## src/itb_map.svh

```systemverilog
// register map, field positions, reset values and timing figures of the interval timer
`ifndef ITB_MAP_SVH
`define ITB_MAP_SVH

`define ITB_CLK_PERIOD_NS   40
`define ITB_ADDR_W          32
`define ITB_DATA_W          32

`define ITB_MODE_ADDR       32'hFFFFF8B0
`define ITB_CMP_ADDR        32'hFFFFF8B4
`define ITB_STAT_ADDR       32'hFFFFF8B8

`define ITB_MODE_RESET      8'h00
`define ITB_CMP_RESET       8'h00
`define ITB_MODE_WMASK      8'h17
`define ITB_RUN_BIT         4
`define ITB_WDIS_BIT        2
`define ITB_SEL_MSB         1
`define ITB_SEL_LSB         0

`define ITB_CNT_RELOAD      8'h01
`define ITB_CMP_ONCE        8'h01
`define ITB_CMP_FULL        8'h00
`define ITB_CNT_TOP         8'hFF
`define ITB_PRE_W           3

`define ITB_RESP_OKAY       2'h0
`define ITB_RESP_SLVERR     2'h2

`endif

```

## src/itb_pkg.sv

```systemverilog
// types shared by the interval timer
package itb_pkg;

    typedef enum logic [1:0]
    {
        ITB_SEL_DIV1,
        ITB_SEL_DIV2,
        ITB_SEL_DIV4,
        ITB_SEL_DIV8
    } itb_sel_t;

    typedef struct packed
    {
        logic [2:0] zero_hi;
        logic       run;
        logic       zero_mid;
        logic       wdis;
        itb_sel_t   sel;
    } itb_mode_t;

    typedef struct packed
    {
        logic       once_done;
        logic       watch_level;
        logic [7:0] count;
    } itb_status_t;

endpackage : itb_pkg

```

## src/itb_timer.sv

```systemverilog
// interval timer with watch timer count clock output, axi4-lite register slave
`timescale 1ns/10ps
`include "itb_map.svh"

module itb_timer
    import itb_pkg::*;
(
    // clock and reset
    input  wire logic                     clk,
    input  wire logic                     rst_n,
    // axi4-lite write address
    input  wire logic [`ITB_ADDR_W-1:0]   s_axi_awaddr,
    input  wire logic [2:0]               s_axi_awprot,
    input  wire logic                     s_axi_awvalid,
    output logic                          s_axi_awready,
    // axi4-lite write data
    input  wire logic [`ITB_DATA_W-1:0]   s_axi_wdata,
    input  wire logic [3:0]               s_axi_wstrb,
    input  wire logic                     s_axi_wvalid,
    output logic                          s_axi_wready,
    // axi4-lite write response
    output logic [1:0]                    s_axi_bresp,
    output logic                          s_axi_bvalid,
    input  wire logic                     s_axi_bready,
    // axi4-lite read address
    input  wire logic [`ITB_ADDR_W-1:0]   s_axi_araddr,
    input  wire logic [2:0]               s_axi_arprot,
    input  wire logic                     s_axi_arvalid,
    output logic                          s_axi_arready,
    // axi4-lite read data
    output logic [`ITB_DATA_W-1:0]        s_axi_rdata,
    output logic [1:0]                    s_axi_rresp,
    output logic                          s_axi_rvalid,
    input  wire logic                     s_axi_rready,
    // timer outputs
    output logic                          interval_interrupt_request,
    output logic                          watch_count_clock
);

    // register state
    itb_mode_t              interval_mode_control;
    logic [7:0]             interval_compare_value;
    logic [`ITB_PRE_W-1:0]  prescaler;
    logic [7:0]             counter;
    logic                   once_done;

    // write channel holding state
    logic                   aw_held;
    logic                   w_held;
    logic [`ITB_ADDR_W-1:0] aw_addr_q;
    logic [7:0]             w_byte_q;
    logic                   w_lane0_q;

    // count clock enable from the prescaler for the given select value
    function automatic logic sel_tick(input itb_sel_t sel, input logic [`ITB_PRE_W-1:0] pre);
        case (sel)
            ITB_SEL_DIV1: sel_tick = 1'b1;
            ITB_SEL_DIV2: sel_tick = pre[0];
            ITB_SEL_DIV4: sel_tick = &pre[1:0];
            ITB_SEL_DIV8: sel_tick = &pre;
            default:      sel_tick = 1'b1;
        endcase
    endfunction : sel_tick

    // true when an address lands on one of the three registers
    function automatic logic addr_mapped(input logic [`ITB_ADDR_W-1:0] a);
        addr_mapped = (a == `ITB_MODE_ADDR) || (a == `ITB_CMP_ADDR) || (a == `ITB_STAT_ADDR);
    endfunction : addr_mapped

    // decode
    wire logic        run        = interval_mode_control.run;
    wire logic        wdis       = interval_mode_control.wdis;
    wire logic        tick       = run && sel_tick(interval_mode_control.sel, prescaler);
    wire logic        match      = (counter == interval_compare_value);
    wire logic        cmp_once   = (interval_compare_value == `ITB_CMP_ONCE);
    wire logic        hit        = tick && match;
    wire logic        fire       = hit && !(cmp_once && once_done);
    wire logic        wr_go      = aw_held && w_held && !s_axi_bvalid;
    wire logic        wr_ok      = wr_go && addr_mapped(aw_addr_q);
    wire logic        wr_mode    = wr_go && w_lane0_q && (aw_addr_q == `ITB_MODE_ADDR);
    wire logic        wr_cmp     = wr_go && w_lane0_q && (aw_addr_q == `ITB_CMP_ADDR);
    wire logic        rd_take    = s_axi_arvalid && s_axi_arready;
    wire logic        rd_ok      = addr_mapped(s_axi_araddr);
    wire itb_status_t status     = '{once_done: once_done, watch_level: watch_count_clock, count: counter};
    wire logic [7:0]  next_mode  = w_byte_q & `ITB_MODE_WMASK;
    wire logic [7:0]  next_count = hit ? `ITB_CNT_RELOAD : counter + 8'h01;
    wire logic [`ITB_DATA_W-1:0] rd_word =
        (s_axi_araddr == `ITB_MODE_ADDR) ? {24'h000000, interval_mode_control} :
        (s_axi_araddr == `ITB_CMP_ADDR)  ? {24'h000000, interval_compare_value} :
        (s_axi_araddr == `ITB_STAT_ADDR) ? {22'h000000, status} : 32'h00000000;

    // write address and data are taken independently, answered once both are in
    always_ff @(posedge clk or negedge rst_n)
    begin
        if (!rst_n)
        begin
            aw_held   <= 1'b0;
            w_held    <= 1'b0;
            aw_addr_q <= 32'h00000000;
            w_byte_q  <= 8'h00;
            w_lane0_q <= 1'b0;
            s_axi_awready <= 1'b1;
            s_axi_wready  <= 1'b1;
            s_axi_bvalid  <= 1'b0;
            s_axi_bresp   <= `ITB_RESP_OKAY;
        end
        else
        begin
            if (s_axi_awvalid && s_axi_awready)
            begin
                aw_held       <= 1'b1;
                aw_addr_q     <= s_axi_awaddr;
                s_axi_awready <= 1'b0;
            end
            if (s_axi_wvalid && s_axi_wready)
            begin
                w_held       <= 1'b1;
                w_byte_q     <= s_axi_wdata[7:0];
                w_lane0_q    <= s_axi_wstrb[0];
                s_axi_wready <= 1'b0;
            end
            if (wr_go)
            begin
                s_axi_bvalid <= 1'b1;
                s_axi_bresp  <= wr_ok ? `ITB_RESP_OKAY : `ITB_RESP_SLVERR;
            end
            if (s_axi_bvalid && s_axi_bready)
            begin
                s_axi_bvalid  <= 1'b0;
                aw_held       <= 1'b0;
                w_held        <= 1'b0;
                s_axi_awready <= 1'b1;
                s_axi_wready  <= 1'b1;
            end
        end
    end

    // read: one cycle from address to data, address refused while data waits
    always_ff @(posedge clk or negedge rst_n)
    begin
        if (!rst_n)
        begin
            s_axi_arready <= 1'b1;
            s_axi_rvalid  <= 1'b0;
            s_axi_rdata   <= 32'h00000000;
            s_axi_rresp   <= `ITB_RESP_OKAY;
        end
        else if (rd_take)
        begin
            s_axi_arready <= 1'b0;
            s_axi_rvalid  <= 1'b1;
            s_axi_rdata   <= rd_word;
            s_axi_rresp   <= rd_ok ? `ITB_RESP_OKAY : `ITB_RESP_SLVERR;
        end
        else if (s_axi_rvalid && s_axi_rready)
        begin
            s_axi_arready <= 1'b1;
            s_axi_rvalid  <= 1'b0;
        end
    end

    // registers; bit-wise writes arrive as read-modify-write of the whole byte lane
    always_ff @(posedge clk or negedge rst_n)
    begin
        if (!rst_n)
        begin
            interval_mode_control  <= `ITB_MODE_RESET;
            interval_compare_value <= `ITB_CMP_RESET;
        end
        else
        begin
            if (wr_mode)
                interval_mode_control <= next_mode;
            if (wr_cmp)
                interval_compare_value <= w_byte_q;
        end
    end

    // prescaler restarts from zero on every run so the first interval is exact
    always_ff @(posedge clk or negedge rst_n)
    begin
        if (!rst_n)
            prescaler <= 3'h0;
        else if (!run)
            prescaler <= 3'h0;
        else
            prescaler <= prescaler + 3'h1;
    end

    // counter, one-shot flag, interrupt pulse and watch clock
    always_ff @(posedge clk or negedge rst_n)
    begin
        if (!rst_n)
        begin
            counter                    <= `ITB_CNT_RELOAD;
            once_done                  <= 1'b0;
            interval_interrupt_request <= 1'b0;
            watch_count_clock          <= 1'b0;
        end
        else if (!run)
        begin
            counter                    <= `ITB_CNT_RELOAD;
            once_done                  <= 1'b0;
            interval_interrupt_request <= 1'b0;
            watch_count_clock          <= 1'b0;
        end
        else
        begin
            if (tick)
                counter <= next_count;
            // the match sets the flag even if a compare write clears it the same cycle
            if (hit && cmp_once)
                once_done <= 1'b1;
            else if (wr_cmp)
                once_done <= 1'b0;
            interval_interrupt_request <= fire;
            if (wdis)
                watch_count_clock <= 1'b0;
            else if (hit)
                watch_count_clock <= !watch_count_clock;
        end
    end

    // checks

    chk_stop_holds_one: assert property (@(posedge clk) disable iff (!rst_n)
        !run |=> (counter == 8'h01))
        else $error("counter not held at 01H while stopped");

    chk_irq_on_match: assert property (@(posedge clk) disable iff (!rst_n)
        (tick && counter == interval_compare_value && !cmp_once) |=> interval_interrupt_request)
        else $error("match did not raise the interval request");

    chk_reload_on_match: assert property (@(posedge clk) disable iff (!rst_n)
        (tick && match && run) |=> (counter == 8'h01))
        else $error("counter not reloaded to 01H after a match");

    chk_mode_zero_bits: assert property (@(posedge clk) disable iff (!rst_n)
        (interval_mode_control.zero_hi == 3'h0) && !interval_mode_control.zero_mid)
        else $error("fixed-zero mode bits are set");

    chk_full_wrap: assert property (@(posedge clk) disable iff (!rst_n)
        (run && tick && interval_compare_value == 8'h00 && counter == 8'hFF)
        |=> (counter == 8'h00) && !interval_interrupt_request)
        else $error("compare 00H did not wrap through 00H");

    chk_once_only: assert property (@(posedge clk) disable iff (!rst_n)
        (cmp_once && once_done && run && $stable(interval_compare_value)) |=> !interval_interrupt_request)
        else $error("compare 01H raised the request more than once");

    chk_div4_spacing: assert property (@(posedge clk) disable iff (!rst_n)
        ($rose(run) && interval_mode_control.sel == ITB_SEL_DIV4) |-> !tick [*3] ##1 tick)
        else $error("divide-by-4 count clock spacing wrong");

    chk_div2_spacing: assert property (@(posedge clk) disable iff (!rst_n)
        (run && tick && interval_mode_control.sel == ITB_SEL_DIV2 && $stable(interval_mode_control))
        |=> !tick ##1 (tick || !run))
        else $error("divide-by-2 count clock spacing wrong");

    chk_watch_low_stop: assert property (@(posedge clk) disable iff (!rst_n)
        (!run || wdis) |=> !watch_count_clock)
        else $error("watch clock not low while stopped or withheld");

    chk_watch_toggle: assert property (@(posedge clk) disable iff (!rst_n)
        (run && !wdis && tick && match) |=> (watch_count_clock != $past(watch_count_clock)))
        else $error("watch clock did not toggle on a match");

    chk_irq_needs_run: assert property (@(posedge clk) disable iff (!rst_n)
        interval_interrupt_request |-> $past(run))
        else $error("interval request while stopped");

    chk_pre_clear: assert property (@(posedge clk) disable iff (!rst_n)
        !run |=> (prescaler == 3'h0))
        else $error("prescaler not cleared while stopped");

    chk_pre_step: assert property (@(posedge clk) disable iff (!rst_n)
        run |=> (prescaler == $past(prescaler) + 3'h1))
        else $error("prescaler did not advance while running");

    chk_div1_tick: assert property (@(posedge clk) disable iff (!rst_n)
        (run && interval_mode_control.sel == ITB_SEL_DIV1) |-> tick)
        else $error("undivided count clock missed a cycle");

    chk_div8_spacing: assert property (@(posedge clk) disable iff (!rst_n)
        ($rose(run) && interval_mode_control.sel == ITB_SEL_DIV8) |-> !tick [*7] ##1 (tick || !run))
        else $error("divide-by-8 count clock spacing wrong");

    chk_count_step: assert property (@(posedge clk) disable iff (!rst_n)
        (tick && !match) |=> (counter == $past(counter) + 8'h01))
        else $error("counter did not step on a count clock");

    chk_count_hold: assert property (@(posedge clk) disable iff (!rst_n)
        (run && !tick) |=> $stable(counter))
        else $error("counter moved without a count clock");

    chk_irq_pulse: assert property (@(posedge clk) disable iff (!rst_n)
        interval_interrupt_request |=> !interval_interrupt_request)
        else $error("interval request longer than one cycle");

    chk_irq_from_match: assert property (@(posedge clk) disable iff (!rst_n)
        interval_interrupt_request |-> $past(hit))
        else $error("interval request without a counted match");

    chk_mode_fields: assert property (@(posedge clk) disable iff (!rst_n)
        wr_mode |=> (run == $past(w_byte_q[`ITB_RUN_BIT])) && (wdis == $past(w_byte_q[`ITB_WDIS_BIT])))
        else $error("mode write landed in the wrong fields");

    chk_cmp_write: assert property (@(posedge clk) disable iff (!rst_n)
        wr_cmp |=> (interval_compare_value == $past(w_byte_q)))
        else $error("compare write did not land");

    chk_lane_off: assert property (@(posedge clk) disable iff (!rst_n)
        (wr_go && !w_lane0_q) |=> $stable(interval_mode_control) && $stable(interval_compare_value))
        else $error("write without byte lane 0 changed a register");

    chk_write_answer: assert property (@(posedge clk) disable iff (!rst_n)
        $rose(s_axi_bvalid) |-> $past(aw_held) && $past(w_held))
        else $error("write answered before address and data were held");

    chk_read_answer: assert property (@(posedge clk) disable iff (!rst_n)
        (s_axi_arvalid && s_axi_arready) |=> s_axi_rvalid && !s_axi_arready)
        else $error("read not answered in the next cycle");

    chk_busy_refuse: assert property (@(posedge clk) disable iff (!rst_n)
        s_axi_bvalid |-> !s_axi_awready && !s_axi_wready)
        else $error("new write accepted while a response waits");

endmodule : itb_timer

```

## config.mk

```make
export PLATFORM = sky130hd
export DESIGN_NAME = itb_timer
export DESIGN_NICKNAME = d
export VERILOG_FILES = /design/src/itb_pkg.sv /design/src/itb_timer.sv
export VERILOG_INCLUDE_DIRS = /design/src /design/src/src
export SDC_FILE = /design/constraint.sdc
export NUM_CORES = 1
export LEC_CHECK = 0
export BUFFER_PORTS_ARGS = -buffer_cell sky130_fd_sc_hd__clkbuf_2
export CAP_MARGIN = 40
export CORE_UTILIZATION = 53
export CTS_BUF_LIST = sky130_fd_sc_hd__clkbuf_4 sky130_fd_sc_hd__clkbuf_8 sky130_fd_sc_hd__clkbuf_16
export DETAILED_ROUTE_END_ITERATION = 8
export GPL_TIMING_DRIVEN = 0
export PLACE_DENSITY = 0.83
export SLEW_MARGIN = 20
export SYNTH_ARGS = -nofsm -noshare
export SYNTH_HDL_FRONTEND = slang
export SYNTH_SLANG_ARGS = --single-unit
```

## constraint.sdc

```tcl
create_clock -name clk -period 2.54 [get_ports clk]
set_input_delay 0.762 -clock clk [delete_from_list [all_inputs] [get_ports clk]]
set_output_delay 0.762 -clock clk [all_outputs]
set_load 0.05 [all_outputs]
```

==> flow_summary.toml, run 1 <==
[place]
place.gp.congestion = 0.814
portBuffers = 97
pre_cts_slack_ns = 0.358
post-dp-hpwl_um = 6210

[run]
drv_cap = 0

[clocking]
cts_buffer_depth = 2
clk_pin_slew_worst_paths_ns = 0.09
cts_setup_buffers = 0
ctsHtreeMaxLevel = 3
cts.sinks = 86
cts-root-buf = "clkbuf_8"
numCtsBuffers = 9
clock_latency_ns = 0.37
cts_tree = "done"
hold_buffers = 0
ctsResizeCount = 0

[worst_setup_path]
r2r_end = "counter[0]"
cpPeakStageDelay_ns = 0.41
worstSetupStartpoint = "prescaler[0]"
critical_path_buf_inv_count = 1
cp_cell_sequence = "ha_1, ha_1, mux2i_1, a21o_1, clkbuf_1, nand2_1, mux2_2"
crit_fanout = 9
worstSetupStartpointType = "register"
reg2reg_slack_ns = 0.52
cp_top_family = "multiplexers"
ff2ff_path_depth = 7
slowest_stage = "dfrtp_1"
worstSetupEndpointType = "register"
required_ns = 2.83
timing.rr.start = "prescaler[0]"
cp_data_arrival_time_ns = 2.31
worstSetupPathType = "register to register"
cp_common_cell = "ha_1"

[die]
boundaryPins = 156
start_util = 0.553
rows = 31
core_um2 = 7330
die-area_um2 = 8000
die_w_um = 89.5
dieHeight_um = 89.5

[grt]
grt_pass1_vias = 2931
globalRouteOverflowTotal = 0
grt_pass1_wl_um = 13100
grt_usage = 0.221
grt_max_degree = 87
antenna_found_initial = 0

[yosys]
yosys_most_used_dff = "dfrtp_1"
synth_area_leaders = "dfrtp_1 (51%), mux2_2 (15%), buf_4 (4.6%)"
synth_common_cells = "dfrtp_1 (82), mux2_2 (54), buf_4 (25)"
async_flop_share = 1.00
yosysSeqAreaShare = 0.532
ys_ff_latch = 86
post-synth-top-area-fraction = 0.506
synth.most_common_cell = "dfrtp_1"
synth.distinct_cells = 47
synth-edff-count = 0
avgSynthCellArea_um2 = 12.5
yosysWarnings = 0
synth_largest_area_cell = "dfrtp_1"
synthCells = 324
synth_area_um2 = 4050

[power_and_ir_drop]
power_density_nw_per_um2 = 793
vdd.ir_drop.worst_uv = 522
leakage_nw = 2.41

[route]
drtPass1Iterations = 4
num_vias = 2938
post_drt_wl_per_cell_um = 14.7
drtIter0Drc = 228
wl_um = 8220
ant_nets = 0
viasPerCell = 5.26
drc = 0

[sta]
slew_violations = 0
hold_viol_final = 0
post-route-period-util = 0.796
min_period_ns = 2.02
fmaxAchievable_mhz = 494
rsz0062_at_grt = "no"
fin_ws_ns = 0.518
max_slew.worst_pin.slew_ns = 0.670
clock_skew_ns = 0.0152
slew-limit-headroom = 0.553
setup_violations = 0

[min_path]
hold_path_class = "input port to async pin"

[cells_and_area]
seq_area_um2 = 2160
area_growth_pct = 22.4
multi_input_area_um2 = 1730
utilization = 0.677
antennaDiodeCount = 0
drive_above_1_share = 0.452
nNetsFinal = 571
fill_cells = 574

[status]
status = "complete, no violations"
## worst reg2reg max path: cells and delay by family (launching register included)
kind	cells	cell delay, ns
AOI/OAI and AO/OA	1	0.17
adders and majority gates	2	0.40
buffers and inverters	1	0.36
DFF	1	0.41
muxes	2	0.52
and+or+nand+nor	1	0.10
## where the power goes
part,internal [mW],total (mW),switching (mW)
Clock,0.467,0.990,0.523
Combinational,0.463,0.949,0.486
Sequential,1.76,1.99,0.229
## how the worst max path moves through the flow
stage | depth (start not counted) | end
after floorplan | 5 | s_axi_rdata[9]
after global placement | 1 | aw_addr_q[6]
after detailed placement | 6 | s_axi_rdata[9]
after CTS | 7 | counter[0]
after global routing | 7 | counter[0]
final | 7 | counter[0]
## layout make-up
class                           count  area share
Tap cell                           99      0.0250
Buffer                             36      0.0464
Clock inverter                      7      0.0159
Sequential cell                    86       0.435
Multi-Input combinational cell    218       0.348
Timing Repair Buffer               97      0.0996
Clock buffer                        9      0.0250
Inverter                            7     0.00530
## metrics by stage
stage / total power, mW / TNS (ns) / instance area, um^2 / std cells / hold WS (ns)
after floorplan: 2.70 / 0 / 4140 / 347 / 0.433
after global placement: 2.92 / -13.10 / 4750 / 543 / 0.454
after detailed placement: 2.98 / 0 / 4760 / 543 / 0.466
after CTS: 3.96 / 0 / 4960 / 559 / 0.459
after global routing: 4.13 / 0 / 4960 / 559 / 0.503
final: 3.93 / 0 / 4960 / 559 / 0.428
## per-layer routing
metal  routed length [um]  up-vias  global-route usage  share of wire
li1                     -     1398                   -              -
met1                 3500     1395               0.259           0.43
met2                 4060      131               0.398           0.49
met3                  532       14              0.0452          0.065
met4                  121        0              0.0909          0.015
met5                    0        -                   0              0
## placed cells by master, fill, tap and decap left out, types with 3 or more instances in the layout
| cell | Yosys | layout |
|---|---|---|
| mux2i_1 | 7 | 7 |
| mux2_2 | 54 | 54 |
| nor3_1 | 3 | 3 |
| nor2_1 | 4 | 4 |
| buf_4 | 25 | 25 |
| a21oi_1 | 6 | 6 |
| dfrtp_1 | 82 | 82 |
| nand4_1 | 10 | 10 |
| buf_1 | 3 | 3 |
| inv_6 | 0 | 3 |
| xnor2_1 | 9 | 9 |
| clkbuf_2 | 0 | 96 |
| a32o_1 | 3 | 3 |
| and2_1 | 3 | 3 |
| nor2b_1 | 3 | 3 |
| inv_1 | 7 | 7 |
| clkbuf_1 | 7 | 7 |
| conb_1 | 1 | 24 |
| a22o_1 | 12 | 12 |
| o211ai_1 | 9 | 9 |
| nand2_1 | 16 | 16 |
| clkbuf_8 | 0 | 10 |
| o21ai_0 | 12 | 12 |
| nand3_1 | 10 | 10 |
| ha_1 | 3 | 3 |
| dfstp_2 | 4 | 4 |
## flip-flops by register name, indices dropped and copies added (netlist names), 2 cells and up
name,cells
s_axi_rdata,10
w_byte_q,8
aw_addr_q,32
interval_mode_control,2
prescaler,3
counter,8
interval_compare_value,8
## cell families (layout without fill, tap and decap cells)
| kind of cell | after synthesis | in the layout | synth area share |
|---|---|---|---|
| flip-flops | 86 | 86 | 0.532 |
| multiplexers | 61 | 61 | 0.167 |
| adder cells (fa/ha/maj) | 3 | 3 | 0.00926 |
| AND/OR/NAND/NOR | 72 | 72 | 0.121 |
| AO/OA/AOI/OAI | 49 | 49 | 0.0867 |
| buffers and inverters | 43 | 156 | 0.0633 |
| XOR/XNOR | 9 | 9 | 0.0194 |
| other | 1 | 24 | 0.000925 |
(Power assumes the default switching activity.)
==> inputs of run 2 (changes only) <==
--- a/config.mk
+++ b/config.mk
@@ -6,13 +6,14 @@
 export SDC_FILE = /design/constraint.sdc
 export NUM_CORES = 1
 export LEC_CHECK = 0
+export ABC_AREA = 1
 export BUFFER_PORTS_ARGS = -buffer_cell sky130_fd_sc_hd__clkbuf_2
 export CAP_MARGIN = 40
-export CORE_UTILIZATION = 53
+export CORE_UTILIZATION = 45
 export CTS_BUF_LIST = sky130_fd_sc_hd__clkbuf_4 sky130_fd_sc_hd__clkbuf_8 sky130_fd_sc_hd__clkbuf_16
 export DETAILED_ROUTE_END_ITERATION = 8
 export GPL_TIMING_DRIVEN = 0
-export PLACE_DENSITY = 0.83
+export PLACE_DENSITY = 0.74
 export SLEW_MARGIN = 20
 export SYNTH_ARGS = -nofsm -noshare
 export SYNTH_HDL_FRONTEND = slang
==> constraint.sdc (replaced) <==
create_clock -name clk -period 1.85 [get_ports clk]
set_input_delay 0.555 -clock clk [delete_from_list [all_inputs] [get_ports clk]]
set_output_delay 0.555 -clock clk [all_outputs]
set_load 0.05 [all_outputs]
==> run 2 against run 1 <==
  * Die area increased by 24%
  * Sequential cell count unchanged
  * Clock power increased by 34%
  * Via count increased by 26%
  * Worst hold slack lost 0.19 ns
  * Non-clock buffer count grew 3
  * First-iteration DRC count fell by 21%
  * Critical path depth decreased by 6
  * Global-route usage is 3.4 points lower
  * Sequential share of layout area fell by 2.4 points
  * Critical path type is now register to output pin
  * Largest cell class unchanged
==> flow_summary.toml, run 2 <==
[cells_and_area]
final_cells = 814
fill_cells = 857
nNetsFinal = 796
antennaDiodeCount = 0
largest-register = "aw_addr_q"
drive_above_1_share = 0.238
final_common_cell = "nand2_1"
layout_common_cells = "nand2_1 (238), clkbuf_2 (98), dfrtp_1 (82)"
top_regs = "aw_addr_q x32, s_axi_rdata x10"
area_growth_pct = 22.5
largest_reg_flops = 32

[grt]
grt_max_degree = 48
grt_usage = 0.188
grt_pass1_vias = 3422
globalRouteOverflowTotal = 0
grt_pass1_wl_um = 14800
antenna_found_initial = 0

[yosys]
synth-edff-count = 0
yosys_most_used_dff = "dfrtp_1"
synth_compound_area_frac = 0.0467
muxShareOfSynthArea = 0
synth.most_common_cell = "nand2_1"
synth_area_um2 = 4290
synthCells = 547
synth_common_cells = "nand2_1 (238), dfrtp_1 (82), inv_1 (49)"
synth_largest_area_cell = "dfrtp_1"
post-synth-top-area-fraction = 0.479
synth_area_leaders = "dfrtp_1 (48%), nand2_1 (21%), inv_1 (4.3%)"
synth.distinct_cells = 31
synth_top_family_by_area = "simple AND/OR/NAND/NOR gates"
synthAdderAreaFrac = 0.00876
avgSynthCellArea_um2 = 7.84
yosysSeqAreaShare = 0.503
synth-simple-area-share = 0.320
async_flop_share = 1.00
synthXorXnorAreaFrac = 0.0225
yosysWarnings = 0
ys_ff_latch = 86

[route]
ant_nets = 0
wl_um = 8690
drc = 0
drtPass1Iterations = 4
drtIter0Drc = 181
post_drt_wl_per_cell_um = 10.7
num_vias = 3705
viasPerCell = 4.55

[worst_setup_path]
cp_cell_sequence = "clkbuf_2"
r2r_end = "aw_addr_q[2]"
cp_num_cells = 1
slowest_stage = "dfstp_2"
critical_path_buf_inv_count = 1
worstSetupPathType = "register to output pin"
cp_data_arrival_time_ns = 1.17
timing.rr.start = "s_axi_awready"
reg2reg_slack_ns = 0.27
endpoint = "s_axi_awready"
worstSetupStartpointType = "register"
ff2ff_path_depth = 5
cp_top_family = "flip-flops"
cpPeakStageDelay_ns = 0.55
worstSetupStartpoint = "s_axi_awready"
crit_fanout = 3
worstSetupEndpointType = "output pin"
required_ns = 1.29

[power_and_ir_drop]
leakage_nw = 2.89
power_density_nw_per_um2 = 1020
vdd.ir_drop.worst_uv = 762

[sta]
setup_violations = 0
tns_ns = 0
fmaxAchievable_mhz = 580
post-route-period-util = 0.932
rsz0062_at_grt = "no"
clock_skew_ns = 0.0126
max_slew.worst_pin.slew_ns = 0.646
min_period_ns = 1.72
slew-limit-headroom = 0.569
slew_violations = 0
hold_viol_final = 0

[min_path]
hold_path_class = "input port to async pin"

[die]
dieHeight_um = 99.6
rows = 35
boundaryPins = 156
core_um2 = 9240
die_w_um = 99.6
die-area_um2 = 9920
start_util = 0.464

[place]
place_inst = 798
post-dp-hpwl_um = 6800
portBuffers = 98
place.gp.congestion = 0.895

[clocking]
cts.sinks = 86
clock_latency_ns = 0.36
hold_buffers = 0
cts_tree = "done"
ctsHtreeMaxLevel = 3
numCtsBuffers = 9
clk_pin_slew_worst_paths_ns = 0.09
cts_buffer_depth = 2
ctsResizeCount = 0
cts_setup_buffers = 0
cts-root-buf = "clkbuf_8"

[status]
status = "complete, no violations"

[run]
drv_cap = 0
run 2: layer usage:
layer / wire length, um / global-route usage
met1: 4080 / 0.239
met2: 3990 / 0.319
met3: 449 / 0.0274
met4: 167 / 0.0803
met5: 0 / 0
run 2: layout make-up:
type                    instances  area (um^2)  area share
well taps                     129          161      0.0307
plain buffers                  37          235      0.0448
repair buffers                 99          513      0.0977
flip-flops and latches         86         2160       0.411
inverters                      49          184      0.0350
clock inverters                 7         78.8      0.0150
clock buffers                   9          124      0.0236
multi-input cells             398         1800       0.342
run 2: kinds of logic after synthesis:
kind of cell | count (synthesis)
adder cells (fa/ha/maj) | 3
AND/OR/NAND/NOR | 322
other | 1
XOR/XNOR | 11
flip-flops | 86
buffers and inverters | 86
AO/OA/AOI/OAI | 38
run 2: report_power, final:
| part | switching (mW) | total (mW) | internal [mW] |
|---|---|---|---|
| sequential | 0.270 | 2.66 | 2.39 |
| combinational | 0.940 | 1.37 | 0.428 |
| clock | 0.694 | 1.33 | 0.637 |
| total | 1.90 | 5.36 | 3.46 |
run 2: worst min path at each step:
| stage | endpoint | slack [ns] |
|---|---|---|
| CTS | aw_addr_q[29] | 0.25 |
| global route | aw_addr_q[29] | 0.27 |
| floorplan | aw_addr_q[0] | 0.26 |
| finish | aw_addr_q[28] | 0.24 |
| global placement | prescaler[0] | 0.45 |
| detailed placement | prescaler[0] | 0.45 |
run 2: worst reg2reg max path, stage by stage (launching register included):
cell,delay [ns]
dfstp_2,0.55
nand2_1,0.18
inv_1,0.22
clkbuf_1,0.33
nand2_1,0.13
o21ai_0,0.11
run 2: through the flow:
stage          setup WS, ns   util  power, mW  cell area (um^2)  hold slack (ns)
2_1_floorplan         0.364      -       3.66              4370            0.259
5_1_grt              0.0489  0.568       5.73              5250            0.275
3_3_place_gp         -0.633  0.544       3.99              5020            0.448
4_1_cts               0.106  0.568       5.42              5250            0.247
3_5_place_dp          0.131  0.546       4.07              5050            0.447
6_report              0.127  0.568       5.36              5250            0.239
==> inputs of run 3 (changes only) <==
--- a/config.mk
+++ b/config.mk
@@ -9,11 +9,14 @@
 export ABC_AREA = 1
 export BUFFER_PORTS_ARGS = -buffer_cell sky130_fd_sc_hd__clkbuf_2
 export CAP_MARGIN = 40
-export CORE_UTILIZATION = 45
+export CELL_PAD_IN_SITES_DETAIL_PLACEMENT = 0
+export CELL_PAD_IN_SITES_GLOBAL_PLACEMENT = 1
+export CORE_UTILIZATION = 32
 export CTS_BUF_LIST = sky130_fd_sc_hd__clkbuf_4 sky130_fd_sc_hd__clkbuf_8 sky130_fd_sc_hd__clkbuf_16
 export DETAILED_ROUTE_END_ITERATION = 8
 export GPL_TIMING_DRIVEN = 0
 export PLACE_DENSITY = 0.74
+export SETUP_SLACK_MARGIN = 0.15
 export SLEW_MARGIN = 20
 export SYNTH_ARGS = -nofsm -noshare
 export SYNTH_HDL_FRONTEND = slang
==> run 3 against run 2 <==
  * Fmax rose by 3.8%
  * Highest routed layer unchanged
  * Sequential power is essentially flat
  * Count of clock-buffer cells in the layout unchanged
  * Core utilization fell by 15 points
  * Worst hold slack gained 0.013 ns
  * Cell count rose by 5.2%
  * Clock skew decreased by 0.0061 ns
==> flow_summary.toml, run 3 (synthesis gave the netlist of run 2 again) <==
[clocking]
clk_pin_slew_worst_paths_ns = 0.07
cts_buffer_depth = 2
ctsHtreeMaxLevel = 3
cts_tree = "done"
hold_buffers = 0
numCtsBuffers = 9
cts-root-buf = "clkbuf_16"
clock_latency_ns = 0.34
cts.sinks = 86
cts_setup_buffers = 0

[place]
dpl_cell_area_um2 = 5090
place.gp.congestion = 0.819
post-dp-hpwl_um = 6970
pre_cts_slack_ns = 0.149
portBuffers = 98

[worst_setup_path]
cp_num_cells = 1
cpPeakStageDelay_ns = 0.54
cp_cell_sequence = "clkbuf_4"
critical_path_buf_inv_count = 1
worstSetupStartpointType = "register"
crit_fanout = 3
timing.rr.start = "prescaler[0]"
cp_top_family = "flip-flops"
reg2reg_slack_ns = 0.26
worstSetupPathType = "register to output pin"
cp_data_arrival_time_ns = 1.10
slowest_stage = "dfstp_2"
worstSetupEndpointType = "output pin"
required_ns = 1.29
r2r_end = "counter[2]"
ff2ff_path_depth = 9

[route]
wl_um = 9280
ant_nets = 0
post_drt_wl_per_cell_um = 10.8
num_vias = 3624
drtPass1Iterations = 4
drc = 0
drtIter0Drc = 142
viasPerCell = 4.23

[sta]
post-route-period-util = 0.897
fmaxAchievable_mhz = 603
hold_viol_final = 0
rsz0062_at_grt = "yes"
max_slew.worst_pin.slew_ns = 0.662
slew-limit-headroom = 0.559
holdWs_ns = 0.252
min_period_ns = 1.66
slew_violations = 0
setup_violations = 0
clock_skew_ns = 0.00656
fin_ws_ns = 0.190

[grt]
antenna_found_initial = 0
grt_pass1_wl_um = 16100
grt_max_degree = 87
globalRouteOverflowTotal = 0
grt_usage = 0.143
grt_pass1_vias = 3509

[run]
drv_cap = 0

[power_and_ir_drop]
comb_power_share = 0.238
power.share.clock = 0.296
leakage_nw = 2.94
switchingPower_mw = 1.98
vdd.ir_drop.worst_uv = 740
internal_power_mw = 3.76
power_frac_seq = 0.465
swShare = 0.344
power_density_nw_per_um2 = 1060

[die]
die_w_um = 118
core_um2 = 12800
boundaryPins = 156
rows = 41
dieHeight_um = 118
start_util = 0.334
die-area_um2 = 13900

[cells_and_area]
largest-register = "aw_addr_q"
top_regs = "aw_addr_q x32, s_axi_rdata x10"
final_common_cell = "nand2_1"
antennaDiodeCount = 0
stdcell_area_um2 = 5390
largest_reg_flops = 32
utilization = 0.420
layout_common_cells = "nand2_1 (236), clkbuf_2 (97), dfrtp_1 (82)"
nNetsFinal = 795
area_growth_pct = 25.8
drive_above_1_share = 0.246

[min_path]
hold_path_class = "input port to async pin"

[status]
status = "complete, no violations"
run 3: layout make-up:
class                      count  area [um^2]
fill                        1363         7430
sequential                    86         2160
multi-input combinational    398         1810
timing repair buffer          98          507
buffer                        37          238
clock buffer                   9          225
tap                          172          215
inverter                      49          184
clock inverter                 7         57.6
run 3: stage by stage:
stage	TNS (ns)	instances	power, mW
4_1_cts	0	856	5.82
3_5_place_dp	0	840	4.07
3_3_place_gp	-60.10	840	4.02
2_1_floorplan	0	570	3.66
5_1_grt	0	856	6.15
6_report	0	856	5.74
run 3: power groups by stage:
stage	clock, mW	sequential (mW)	combinational (mW)
finish	1.70	2.67	1.37
global route	1.84	2.74	1.58
CTS	1.76	2.67	1.39
detailed placement	0	2.70	1.37
global placement	0	2.68	1.33
floorplan	0	2.83	0.831
run 3: layer usage:
layer / GRT usage / up-vias / wire, um
met1: 0.183 / 1583 / 4540
met5: 0 / - / 0
li1: - / 1918 / -
met3: 0.0460 / 7 / 611
met4: 0.0304 / 0 / 71
met2: 0.233 / 116 / 4060
run 3: timing repair:
action	in CTS	in global routing
setup endpoints to repair	3	19
gates resized for setup	3	9
pin swaps	0	1
run 3: worst max path at each step:
stage	startpoint	endpoint	slack, ns
after CTS	s_axi_awready	s_axi_awready	0.17
final	s_axi_awready	s_axi_awready	0.19
after global routing	prescaler[0]	counter[4]	0.14
after detailed placement	s_axi_araddr[17]	s_axi_rdata[4]	0.15
after floorplan	s_axi_bvalid	interval_compare_value[1]	0.36
after global placement	rst_n	counter[7]	-0.73
